`src/rtl/ivp_params.svh`:
```
// Register offsets, field positions, reset values and vector constants of the interrupt vector block
`ifndef IVP_PARAMS_SVH
`define IVP_PARAMS_SVH

`define LEVEL_BASE_OFS   12'h000
`define LEVEL_LAST_OFS   12'h05C
`define STATUS_OFS       12'h080
`define REQ_OFS          12'h084
`define HANDLER_OFS      12'h088

`define STAT_NUM_LSB     0
`define STAT_LVL_LSB     8
`define STAT_PEND_BIT    16

`define LEVEL_RESET      2'h3
`define VEC_TOP_ADDR     16'hFFFA
`define RESP_OKAY        2'h0
`define RESP_DECERR      2'h3

`endif

```
`src/rtl/ivp_pkg.sv`:
```
// Types shared by the interrupt vector block
package ivp_pkg;
    typedef logic [1:0] level_t;
    typedef logic [4:0] irq_num_t;
    typedef enum logic [3:0] {
        FETCH_IDLE = 4'h1,
        FETCH_HI   = 4'h2,
        FETCH_LO   = 4'h4,
        FETCH_DONE = 4'h8
    } fetch_state_e;
endpackage : ivp_pkg

```
`src/rtl/level_if.sv`:
```
// Interface between the arbiter and the level store
`timescale 1ns/100ps
interface level_if #(parameter int DEPTH = 24, parameter int W = 2);
    logic                   we;
    logic [4:0]             waddr;
    logic [W-1:0]           wdata;
    logic                   re;
    logic [4:0]             raddr;
    logic [W-1:0]           rdata;
    logic [DEPTH*W-1:0]     levels;
    modport store (input we, waddr, wdata, re, raddr, output rdata, levels);
    modport user  (output we, waddr, wdata, re, raddr, input rdata, levels);
endinterface : level_if

```
`src/rtl/interrupt_vector_priority.sv`:
```
// Interrupt request routing, level arbitration and vector fetch with AXI4-Lite level registers
//
// Functional notes
// - Timer 0 lower half raises request 5, vector bytes at FFF0 and FFF1.
// - Timer 0 upper half raises request 6, vector bytes at FFEE and FFEF.
// - Timer 1 upper half raises request 14, vector bytes at FFDE and FFDF.
// - Timer 1 lower half raises request 22, vector bytes at FFCE and FFCF.
// - Pulse generator 1 lower half raises request 9, vector bytes FFE8 and FFE9.
// - Pulse generator 1 upper half raises request 10, vector bytes FFE6 and FFE7.
// - Pulse generator 0 upper half raises request 12, vector bytes FFE2 and FFE3.
// - Pulse generator 0 lower half raises request 13, vector bytes FFE0 and FFE1.
// - Each line has a two-bit level; equal levels resolve lowest number first.
//
// Decided for this implementation: the address map and the AXI4-Lite slave port.
`timescale 1ns/100ps
`include "ivp_params.svh"
module interrupt_vector_priority import ivp_pkg::*; #(
    parameter int NUM_LINES = 24
) (
    input  wire logic        aclk,                // System clock, 20 MHz
    input  wire logic        aresetn,             // Synchronous reset, active low
    // AXI4-Lite slave
    input  wire logic [11:0] s_axi_awaddr,        // Write address
    input  wire logic        s_axi_awvalid,       // Write address valid
    output logic             s_axi_awready,       // Write address ready
    input  wire logic [31:0] s_axi_wdata,         // Write data
    input  wire logic [3:0]  s_axi_wstrb,         // Write strobes
    input  wire logic        s_axi_wvalid,        // Write data valid
    output logic             s_axi_wready,        // Write data ready
    output logic [1:0]       s_axi_bresp,         // Write response
    output logic             s_axi_bvalid,        // Write response valid
    input  wire logic        s_axi_bready,        // Write response ready
    input  wire logic [11:0] s_axi_araddr,        // Read address
    input  wire logic        s_axi_arvalid,       // Read address valid
    output logic             s_axi_arready,       // Read address ready
    output logic [31:0]      s_axi_rdata,         // Read data
    output logic [1:0]       s_axi_rresp,         // Read response
    output logic             s_axi_rvalid,        // Read data valid
    input  wire logic        s_axi_rready,        // Read data ready
    // Peripheral requests, levels on aclk
    input  wire logic [7:0]  ext_irq,             // External channels 0-7
    input  wire logic        uart_sio_irq,        // Serial channel 0
    input  wire logic        timer0_low_irq,      // Compound timer 0 lower half
    input  wire logic        timer0_high_irq,     // Compound timer 0 upper half
    input  wire logic        lin_rx_irq,          // LIN UART reception
    input  wire logic        lin_tx_irq,          // LIN UART transmission
    input  wire logic        pulsegen1_low_irq,   // Pulse generator 1 lower half
    input  wire logic        pulsegen1_high_irq,  // Pulse generator 1 upper half
    input  wire logic        pulsegen0_high_irq,  // Pulse generator 0 upper half
    input  wire logic        pulsegen0_low_irq,   // Pulse generator 0 lower half
    input  wire logic        timer1_high_irq,     // Compound timer 1 upper half
    input  wire logic        pulse16_irq,         // 16-bit pulse generator
    input  wire logic        i2c_irq,             // Two-wire bus channel 0
    input  wire logic        adc_irq,             // A/D converter
    input  wire logic        timebase_irq,        // Time-base timer
    input  wire logic        watch_irq,           // Watch prescaler and counter
    input  wire logic        timer1_low_irq,      // Compound timer 1 lower half
    input  wire logic        flash_irq,           // Flash memory
    // CPU side
    output logic [23:0]      irq_line,            // Numbered request lines
    output logic             irq_pending,         // A request is waiting
    output irq_num_t         irq_number,          // Winning request number
    output level_t           irq_level,           // Level of the winner
    input  wire logic        fetch_req,           // Pulse: fetch winner's vector
    output logic [15:0]      vec_addr,            // Vector table byte address
    output logic             vec_rd,              // Vector byte read strobe
    input  wire logic [7:0]  vec_rdata,           // Byte, one cycle after vec_rd
    output logic [15:0]      handler_addr,        // Assembled handler address
    output logic             handler_valid        // Pulse: handler_addr ready
);
    if (NUM_LINES != 24) begin : g_bad_lines
        $error("NUM_LINES must be 24");
    end
    level_if #(.DEPTH(24), .W(2)) lv ();
    level_store #(.DEPTH(24), .W(2)) u_levels (
        .aclk    (aclk),
        .aresetn (aresetn),
        .lv      (lv)
    );
    ////////////////////////////////////////////////////////////////////////////
    // Even location holds the upper byte; lines step down by two bytes
    function automatic logic [15:0] vec_upper(input irq_num_t n);
        vec_upper = 16'(`VEC_TOP_ADDR - {10'h000, n, 1'b0});
    endfunction : vec_upper
    // Returns {found, level, number}
    function automatic logic [7:0] pick(input logic [23:0] req, input logic [47:0] lvls);
        logic   found;
        level_t best;
        logic [4:0] num;
        found = 1'b0;
        best  = 2'h0;
        num   = 5'h00;
        for (int i = 0; i < 24; i++) begin
            // Strict compare keeps the lower number on a tie
            if (req[i] && (!found || lvls[2*i +: 2] < best)) begin
                found = 1'b1;
                best  = lvls[2*i +: 2];
                num   = 5'(i);
            end
        end
        pick = {found, best, num};
    endfunction : pick
    ////////////////////////////////////////////////////////////////////////////
    logic [23:0] nxt_irq_line;
    logic [23:0] irq_line_ff;
    // Zeros keep unused lines 21, 17 and 11 low
    assign nxt_irq_line = {flash_irq, timer1_low_irq, 1'b0, watch_irq, timebase_irq, adc_irq, 1'b0,
                           i2c_irq, pulse16_irq, timer1_high_irq, pulsegen0_low_irq,
                           pulsegen0_high_irq, 1'b0, pulsegen1_high_irq, pulsegen1_low_irq,
                           lin_tx_irq, lin_rx_irq, timer0_high_irq, timer0_low_irq, uart_sio_irq,
                           ext_irq[3:0] | ext_irq[7:4]};
    always_ff @(posedge aclk) begin
        if (!aresetn) begin
            irq_line_ff <= 24'h000000;
        end else begin
            irq_line_ff <= nxt_irq_line;
        end
    end
    assign irq_line = irq_line_ff;
    ////////////////////////////////////////////////////////////////////////////
    logic [7:0] winner;
    logic       pending_ff;
    level_t     level_ff;
    irq_num_t   number_ff;
    assign winner = pick(irq_line_ff, lv.levels);
    always_ff @(posedge aclk) begin
        if (!aresetn) begin
            pending_ff <= 1'b0;
            level_ff   <= 2'h0;
            number_ff  <= 5'h00;
        end else begin
            pending_ff <= winner[7];
            level_ff   <= winner[6:5];
            number_ff  <= winner[4:0];
        end
    end
    assign irq_pending = pending_ff;
    assign irq_level   = level_ff;
    assign irq_number  = number_ff;
    ////////////////////////////////////////////////////////////////////////////
    fetch_state_e state_ff;
    logic [15:0]  vec_addr_ff;
    logic         vec_rd_ff;
    logic [15:0]  handler_ff;
    logic         handler_valid_ff;
    always_ff @(posedge aclk) begin
        if (!aresetn) begin
            state_ff         <= FETCH_IDLE;
            vec_addr_ff      <= 16'h0000;
            vec_rd_ff        <= 1'b0;
            handler_ff       <= 16'h0000;
            handler_valid_ff <= 1'b0;
        end else begin
            vec_rd_ff        <= 1'b0;
            handler_valid_ff <= 1'b0;
            case (state_ff)
                FETCH_IDLE: begin
                    // Request ignored with nothing pending
                    if (fetch_req && pending_ff) begin
                        vec_addr_ff <= vec_upper(number_ff);
                        vec_rd_ff   <= 1'b1;
                        state_ff    <= FETCH_HI;
                    end
                end
                FETCH_HI: begin
                    state_ff <= FETCH_LO;
                end
                FETCH_LO: begin
                    handler_ff[15:8] <= vec_rdata;
                    vec_addr_ff      <= vec_addr_ff | 16'h0001;
                    vec_rd_ff        <= 1'b1;
                    state_ff         <= FETCH_DONE;
                end
                FETCH_DONE: begin
                    // Waits out the lower strobe, as FETCH_HI does for the upper
                    if (!vec_rd_ff) begin
                        handler_ff[7:0]  <= vec_rdata;
                        handler_valid_ff <= 1'b1;
                        state_ff         <= FETCH_IDLE;
                    end
                end
                default: begin
                    state_ff <= FETCH_IDLE;
                end
            endcase
        end
    end
    assign vec_addr      = vec_addr_ff;
    assign vec_rd        = vec_rd_ff;
    assign handler_addr  = handler_ff;
    assign handler_valid = handler_valid_ff;
    ////////////////////////////////////////////////////////////////////////////
    logic        aw_held_ff;
    logic        w_held_ff;
    logic [11:0] awaddr_ff;
    logic [31:0] wdata_ff;
    logic [3:0]  wstrb_ff;
    logic        bvalid_ff;
    logic [1:0]  bresp_ff;
    logic        do_write;
    logic        wr_level;
    assign s_axi_awready = !aw_held_ff && !bvalid_ff;
    assign s_axi_wready  = !w_held_ff && !bvalid_ff;
    assign do_write      = aw_held_ff && w_held_ff && !bvalid_ff;
    assign wr_level      = awaddr_ff[1:0] == 2'h0 && awaddr_ff <= `LEVEL_LAST_OFS;
    always_ff @(posedge aclk) begin
        if (!aresetn) begin
            aw_held_ff <= 1'b0;
            w_held_ff  <= 1'b0;
            awaddr_ff  <= 12'h000;
            wdata_ff   <= 32'h00000000;
            wstrb_ff   <= 4'h0;
            bvalid_ff  <= 1'b0;
            bresp_ff   <= `RESP_OKAY;
        end else begin
            if (s_axi_awvalid && s_axi_awready) begin
                aw_held_ff <= 1'b1;
                awaddr_ff  <= s_axi_awaddr;
            end
            if (s_axi_wvalid && s_axi_wready) begin
                w_held_ff <= 1'b1;
                wdata_ff  <= s_axi_wdata;
                wstrb_ff  <= s_axi_wstrb;
            end
            if (do_write) begin
                aw_held_ff <= 1'b0;
                w_held_ff  <= 1'b0;
                bvalid_ff  <= 1'b1;
                // Status words are read-only but answer OKAY
                bresp_ff   <= (wr_level || awaddr_ff == `STATUS_OFS || awaddr_ff == `REQ_OFS ||
                               awaddr_ff == `HANDLER_OFS) ? `RESP_OKAY : `RESP_DECERR;
            end else if (bvalid_ff && s_axi_bready) begin
                bvalid_ff <= 1'b0;
            end
        end
    end
    assign lv.we    = do_write && wr_level && wstrb_ff[0];
    assign lv.waddr = awaddr_ff[6:2];
    assign lv.wdata = wdata_ff[1:0];
    assign s_axi_bvalid = bvalid_ff;
    assign s_axi_bresp  = bresp_ff;
    ////////////////////////////////////////////////////////////////////////////
    logic        rd_wait_ff;
    logic [11:0] araddr_ff;
    logic        rvalid_ff;
    logic [31:0] rdata_ff;
    logic [1:0]  rresp_ff;
    logic        ar_take;
    logic [31:0] nxt_rdata;
    logic [1:0]  nxt_rresp;
    // Level store read is registered, so every read answers one cycle later
    assign s_axi_arready = !rd_wait_ff && !rvalid_ff;
    assign ar_take       = s_axi_arvalid && s_axi_arready;
    assign lv.re         = ar_take;
    assign lv.raddr      = s_axi_araddr[6:2];
    always_comb begin
        nxt_rdata = 32'h00000000;
        nxt_rresp = `RESP_OKAY;
        if (araddr_ff[1:0] == 2'h0 && araddr_ff <= `LEVEL_LAST_OFS) begin
            nxt_rdata[1:0] = lv.rdata;
        end else if (araddr_ff == `STATUS_OFS) begin
            nxt_rdata[`STAT_NUM_LSB +: 5] = number_ff;
            nxt_rdata[`STAT_LVL_LSB +: 2] = level_ff;
            nxt_rdata[`STAT_PEND_BIT]     = pending_ff;
        end else if (araddr_ff == `REQ_OFS) begin
            nxt_rdata[23:0] = irq_line_ff;
        end else if (araddr_ff == `HANDLER_OFS) begin
            nxt_rdata[15:0] = handler_ff;
        end else begin
            nxt_rresp = `RESP_DECERR;
        end
    end
    always_ff @(posedge aclk) begin
        if (!aresetn) begin
            rd_wait_ff <= 1'b0;
            araddr_ff  <= 12'h000;
            rvalid_ff  <= 1'b0;
            rdata_ff   <= 32'h00000000;
            rresp_ff   <= `RESP_OKAY;
        end else begin
            if (ar_take) begin
                rd_wait_ff <= 1'b1;
                araddr_ff  <= s_axi_araddr;
            end else if (rd_wait_ff) begin
                rd_wait_ff <= 1'b0;
                rvalid_ff  <= 1'b1;
                rdata_ff   <= nxt_rdata;
                rresp_ff   <= nxt_rresp;
            end else if (rvalid_ff && s_axi_rready) begin
                rvalid_ff <= 1'b0;
            end
        end
    end
    assign s_axi_rvalid = rvalid_ff;
    assign s_axi_rdata  = rdata_ff;
    assign s_axi_rresp  = rresp_ff;
endmodule : interrupt_vector_priority

```
`src/rtl/level_store.sv`:
```
// Per-line priority level store with registered read port
`timescale 1ns/100ps
`include "ivp_params.svh"
module level_store import ivp_pkg::*; #(
    parameter int DEPTH = 24,
    parameter int W     = 2
) (
    input  wire logic aclk,      // System clock
    input  wire logic aresetn,   // Synchronous reset, active low
    level_if.store    lv         // Write, read and all-levels view
);
    logic [W-1:0] mem_ff [DEPTH];
    logic [W-1:0] rdata_ff;

    always_ff @(posedge aclk) begin
        if (!aresetn) begin
            for (int i = 0; i < DEPTH; i++) begin
                mem_ff[i] <= `LEVEL_RESET;
            end
        end else if (lv.we && (int'(lv.waddr) < DEPTH)) begin
            mem_ff[lv.waddr] <= lv.wdata;
        end
    end

    always_ff @(posedge aclk) begin
        if (!aresetn) begin
            rdata_ff <= '0;
        end else if (lv.re) begin
            rdata_ff <= (int'(lv.raddr) < DEPTH) ? mem_ff[lv.raddr] : '0;
        end
    end

    assign lv.rdata = rdata_ff;

    always_comb begin
        for (int i = 0; i < DEPTH; i++) begin
            lv.levels[i*W +: W] = mem_ff[i];
        end
    end
endmodule : level_store

```
`config.mk`:
```
export PLATFORM = sky130hd
export DESIGN_NAME = interrupt_vector_priority
export DESIGN_NICKNAME = d
export VERILOG_FILES = /design/src/rtl/ivp_pkg.sv /design/src/rtl/level_if.sv /design/src/rtl/interrupt_vector_priority.sv /design/src/rtl/level_store.sv
export VERILOG_INCLUDE_DIRS = /design/src /design/src/rtl
export SDC_FILE = /design/constraint.sdc
export NUM_CORES = 1
export LEC_CHECK = 0
export ABC_CLOCK_PERIOD_IN_PS = 8100
export BUFFER_PORTS_ARGS = -buffer_cell sky130_fd_sc_hd__buf_2
export CELL_PAD_IN_SITES_DETAIL_PLACEMENT = 1
export CELL_PAD_IN_SITES_GLOBAL_PLACEMENT = 1
export CORE_UTILIZATION = 25
export CTS_BUF_LIST = sky130_fd_sc_hd__clkbuf_4 sky130_fd_sc_hd__clkbuf_8
export DETAILED_ROUTE_END_ITERATION = 8
export PLACE_DENSITY = 0.52
export SYNTH_ARGS = -nofsm -noshare
export SYNTH_HDL_FRONTEND = slang
export SYNTH_SLANG_ARGS = --single-unit
```
`constraint.sdc`:
```
create_clock -name aclk -period 8.1 [get_ports aclk]
set_clock_uncertainty 0.15 [all_clocks]
set_input_delay 0.81 -clock aclk [delete_from_list [all_inputs] [get_ports aclk]]
set_output_delay 0.81 -clock aclk [all_outputs]
set_load 0.005 [all_outputs]
```
==> out/results.tsv <==
metric	value	unit
I/O Buffers	161	
vias in the first global route	8698	
area occupied by multi-input gates	0.00489	sq mm
clk buf depth	2	
Worst Reg-to-Reg Cells	22	
failing checks	design-rule violations	
Avg Inst Size Synth	8.22	sq um
Setup Viol. Count Final	0	
Worst R2R End	irq_level[1]$_SDFF_PN0_	
Post-Syn Instances	1108	
CP Class	reg2reg	
post-placement cell area	0.0102	sq mm
Total Power	1.79	mW
fraction of layout cells with a size suffix above 1	18.8	%
latest clock arrival within the worst-skew pair	0.49	ns
fin. max-slew vios	0	
total CTS buffers	17	
unrepaired setup endpoints after global routing	false	
R2R setup slack	1.01	ns
initial antenna violation count	0	
Total Routed Length	33.4	mm
Worst Setup SP	irq_line[0]$_SDFF_PN0_	
synth warn	0	
die area	0.0372	sq mm
crit share post-route	87.6	%
Storage cell area	0.00378	sq mm
Design Area, Final	0.0106	sq mm
core box area	0.0357	sq mm
Overall Global Routing Usage	18.2	%
FMAX	0.141	GHz
fillers	4308	
initial core utilization	25.5	%
Fin Setup TNS	0	ns
final weighted congestion in routability-driven placement	0.835	
grt total ovfl	0	
worst setup path endpoint	irq_level[1]$_SDFF_PN0_	
flops & latches, synth	165	
Die Ht	193	um
First DRT Iteration DRCs	429	
Max Cap Viol	0	
WP data required	8.37	ns
H-tree levels	4	
CTS-repair resized insts	0	
CTS Root Buffer Type	clkbuf_8	
Slew HR	29.7	%
global-route wire length before repair	50.5	mm
Vias/cell	5.03	
Worst Path Arrival	7.36	ns
Startpoint Class	register	
Hold Fails Final Rpt	0	
most frequent cell after synthesis	nand2_1	
sequential fraction of the synthesis area	41.5	%
CTS tree	yes	
Netlist cell types	75	
largest net degree at the start of global routing	62	
Diodes inserted	0	
Routed Antenna Nets	0	
number of synthesized flops with an enable pin	48	
Post-CTS Setup Bufs	0	
Ports	208	
WL/cell	19.6	um
static leakage	4.13	nW
top cells by count, synth	nand2_1 (187), nor2_1 (132), dfxtp_1 (117), a21oi_1 (90), o21ai_0 (82)	
Peak VDD IR	0.0942	mV
fin nets	1339	
Die Wd	193	um
# hold bufs at CTS	0	
Critical R2R Launch	irq_line[0]$_SDFF_PN0_	
detailed-route via count	8579	
num rows	69	
Reg clk slew, reported paths	0.10	ns
dpl hpwl	25.6	mm
Layout area overhead	16.8	%
crit end category	register	
worst min path class	reg2reg	
outcome	finished, violations left	
async set-reset flop share out of synthesis	0	%
synth top area cells	dfxtp_1 (26%), edfxtp_1 (16%), nand2_1 (7.7%), nor2_1 (5.4%), a21oi_1 (4.9%)	
area share of the largest cell type after synthesis	25.7	%
measured slew at the worst slew-check pin	1.05	ns
clk sinks	165	
cell taking the most area after synthesis	dfxtp_1	
CP max FO	14	
Final min period	7.09	ns
Most used DFF post-synth	dfxtp_1	
DRC	14	
drt pass-1 iters	9	
PD cells	169	mW/mm^2
mapped cell area	0.00911	sq mm
## flip-flops by register name, indices dropped and copies added, names as in the netlist, 2 cells and up
register	count
wdata_ff	2
u_levels.lv.rdata	2
s_axi_rdata	22
awaddr_ff	12
handler_addr	16
u_levels.mem_ff	48
vec_addr	8
irq_line	21
irq_number	5
state_ff	4
irq_level	2
araddr_ff	12
## logic make-up after synthesis
| logic type | share of synthesized area [%] |
|---|---|
| compound gates | 21.2 |
| xor+xnor | 0.192 |
| fa+ha+maj | 0.769 |
| buf+inv | 5.34 |
| flops | 41.5 |
| mux | 6.70 |
| other cells | 0.0412 |
| simple gates | 24.2 |
## where the power goes
group          internal, mW  leakage, nW  total [mW]  switching, mW
Combinational        0.0926         2.64       0.237          0.144
Clock                 0.315        0.206       0.645          0.329
Sequential            0.872         1.28       0.913         0.0412
## worst min-delay path by stage
stage | endpoint | slack (ns) | cells past startpoint | startpoint
3_3_place_gp | araddr_ff[4]$_SDFFE_PN0P_ | 0.29 | 2 | araddr_ff[4]$_SDFFE_PN0P_
5_1_grt | araddr_ff[4]$_SDFFE_PN0P_ | 0.33 | 2 | araddr_ff[4]$_SDFFE_PN0P_
6_report | araddr_ff[4]$_SDFFE_PN0P_ | 0.31 | 2 | araddr_ff[4]$_SDFFE_PN0P_
4_1_cts | araddr_ff[4]$_SDFFE_PN0P_ | 0.32 | 2 | araddr_ff[4]$_SDFFE_PN0P_
2_1_floorplan | araddr_ff[4]$_SDFFE_PN0P_ | 0.28 | 2 | araddr_ff[4]$_SDFFE_PN0P_
3_5_place_dp | araddr_ff[4]$_SDFFE_PN0P_ | 0.30 | 2 | araddr_ff[4]$_SDFFE_PN0P_
## cell type report
class / count / share of cell area (%)
Multi-Input combinational cell: 850 / 46.0
Sequential cell: 165 / 35.6
Timing Repair Buffer: 169 / 8.14
Tap cell: 461 / 5.42
Clock buffer: 19 / 2.40
Clock inverter: 12 / 1.41
Inverter: 31 / 1.09
## placed cells by master (no fill, tap or decap), types with 18 or more instances in the layout
cell and count:
nor2b_1 22, a21oi_1 90, clkbuf_8 18, nor3_1 19, mux2i_1 28, dfxtp_1 117, buf_2 161, nor2_1 132
nand2_1 187, edfxtp_1 48, nand3_1 19, inv_1 30, o21ai_0 82, and2_1 27
## per-stage QoR
step                instances  utilization (%)  hold slack (ns)  worst slack [ns]
finish                   1707             29.8            0.311              1.01
global route             1707             29.8            0.332             0.402
CTS                      1707             29.8            0.319             0.971
detailed placement       1676             28.6            0.305              1.04
global placement         1676             28.6            0.290              1.16
floorplan                1120                -            0.281              2.04
## critical path, stage by stage (launching register included)
cell and delay, ns:
dfxtp_1 0.67, nand2_1 0.19, ha_1 0.26, nand2b_4 0.16, a211oi_1 0.34, a311oi_2 0.12
o21ai_2 0.34, mux2_4 0.34, nor4_1 0.58, a211oi_1 0.28, o311a_1 0.41, or3_1 0.45
o211a_2 0.33, nor3_1 0.35, o211ai_1 0.23, a21o_1 0.25, mux2i_1 0.21, inv_1 0.06
ha_1 0.20, nor3_1 0.38, nor3b_1 0.29, or2_1 0.23, o211a_1 0.18
## layer usage
metal | track usage [%] | up-vias | part of all wire [%]
met5 | 0 | - | 0
met4 | 7.66 | 0 | 2.9
met3 | 3.33 | 45 | 3.9
met2 | 30.4 | 172 | 47
met1 | 22.8 | 4187 | 46
li1 | - | 4175 | -
Power figures use the tool's default switching activity.
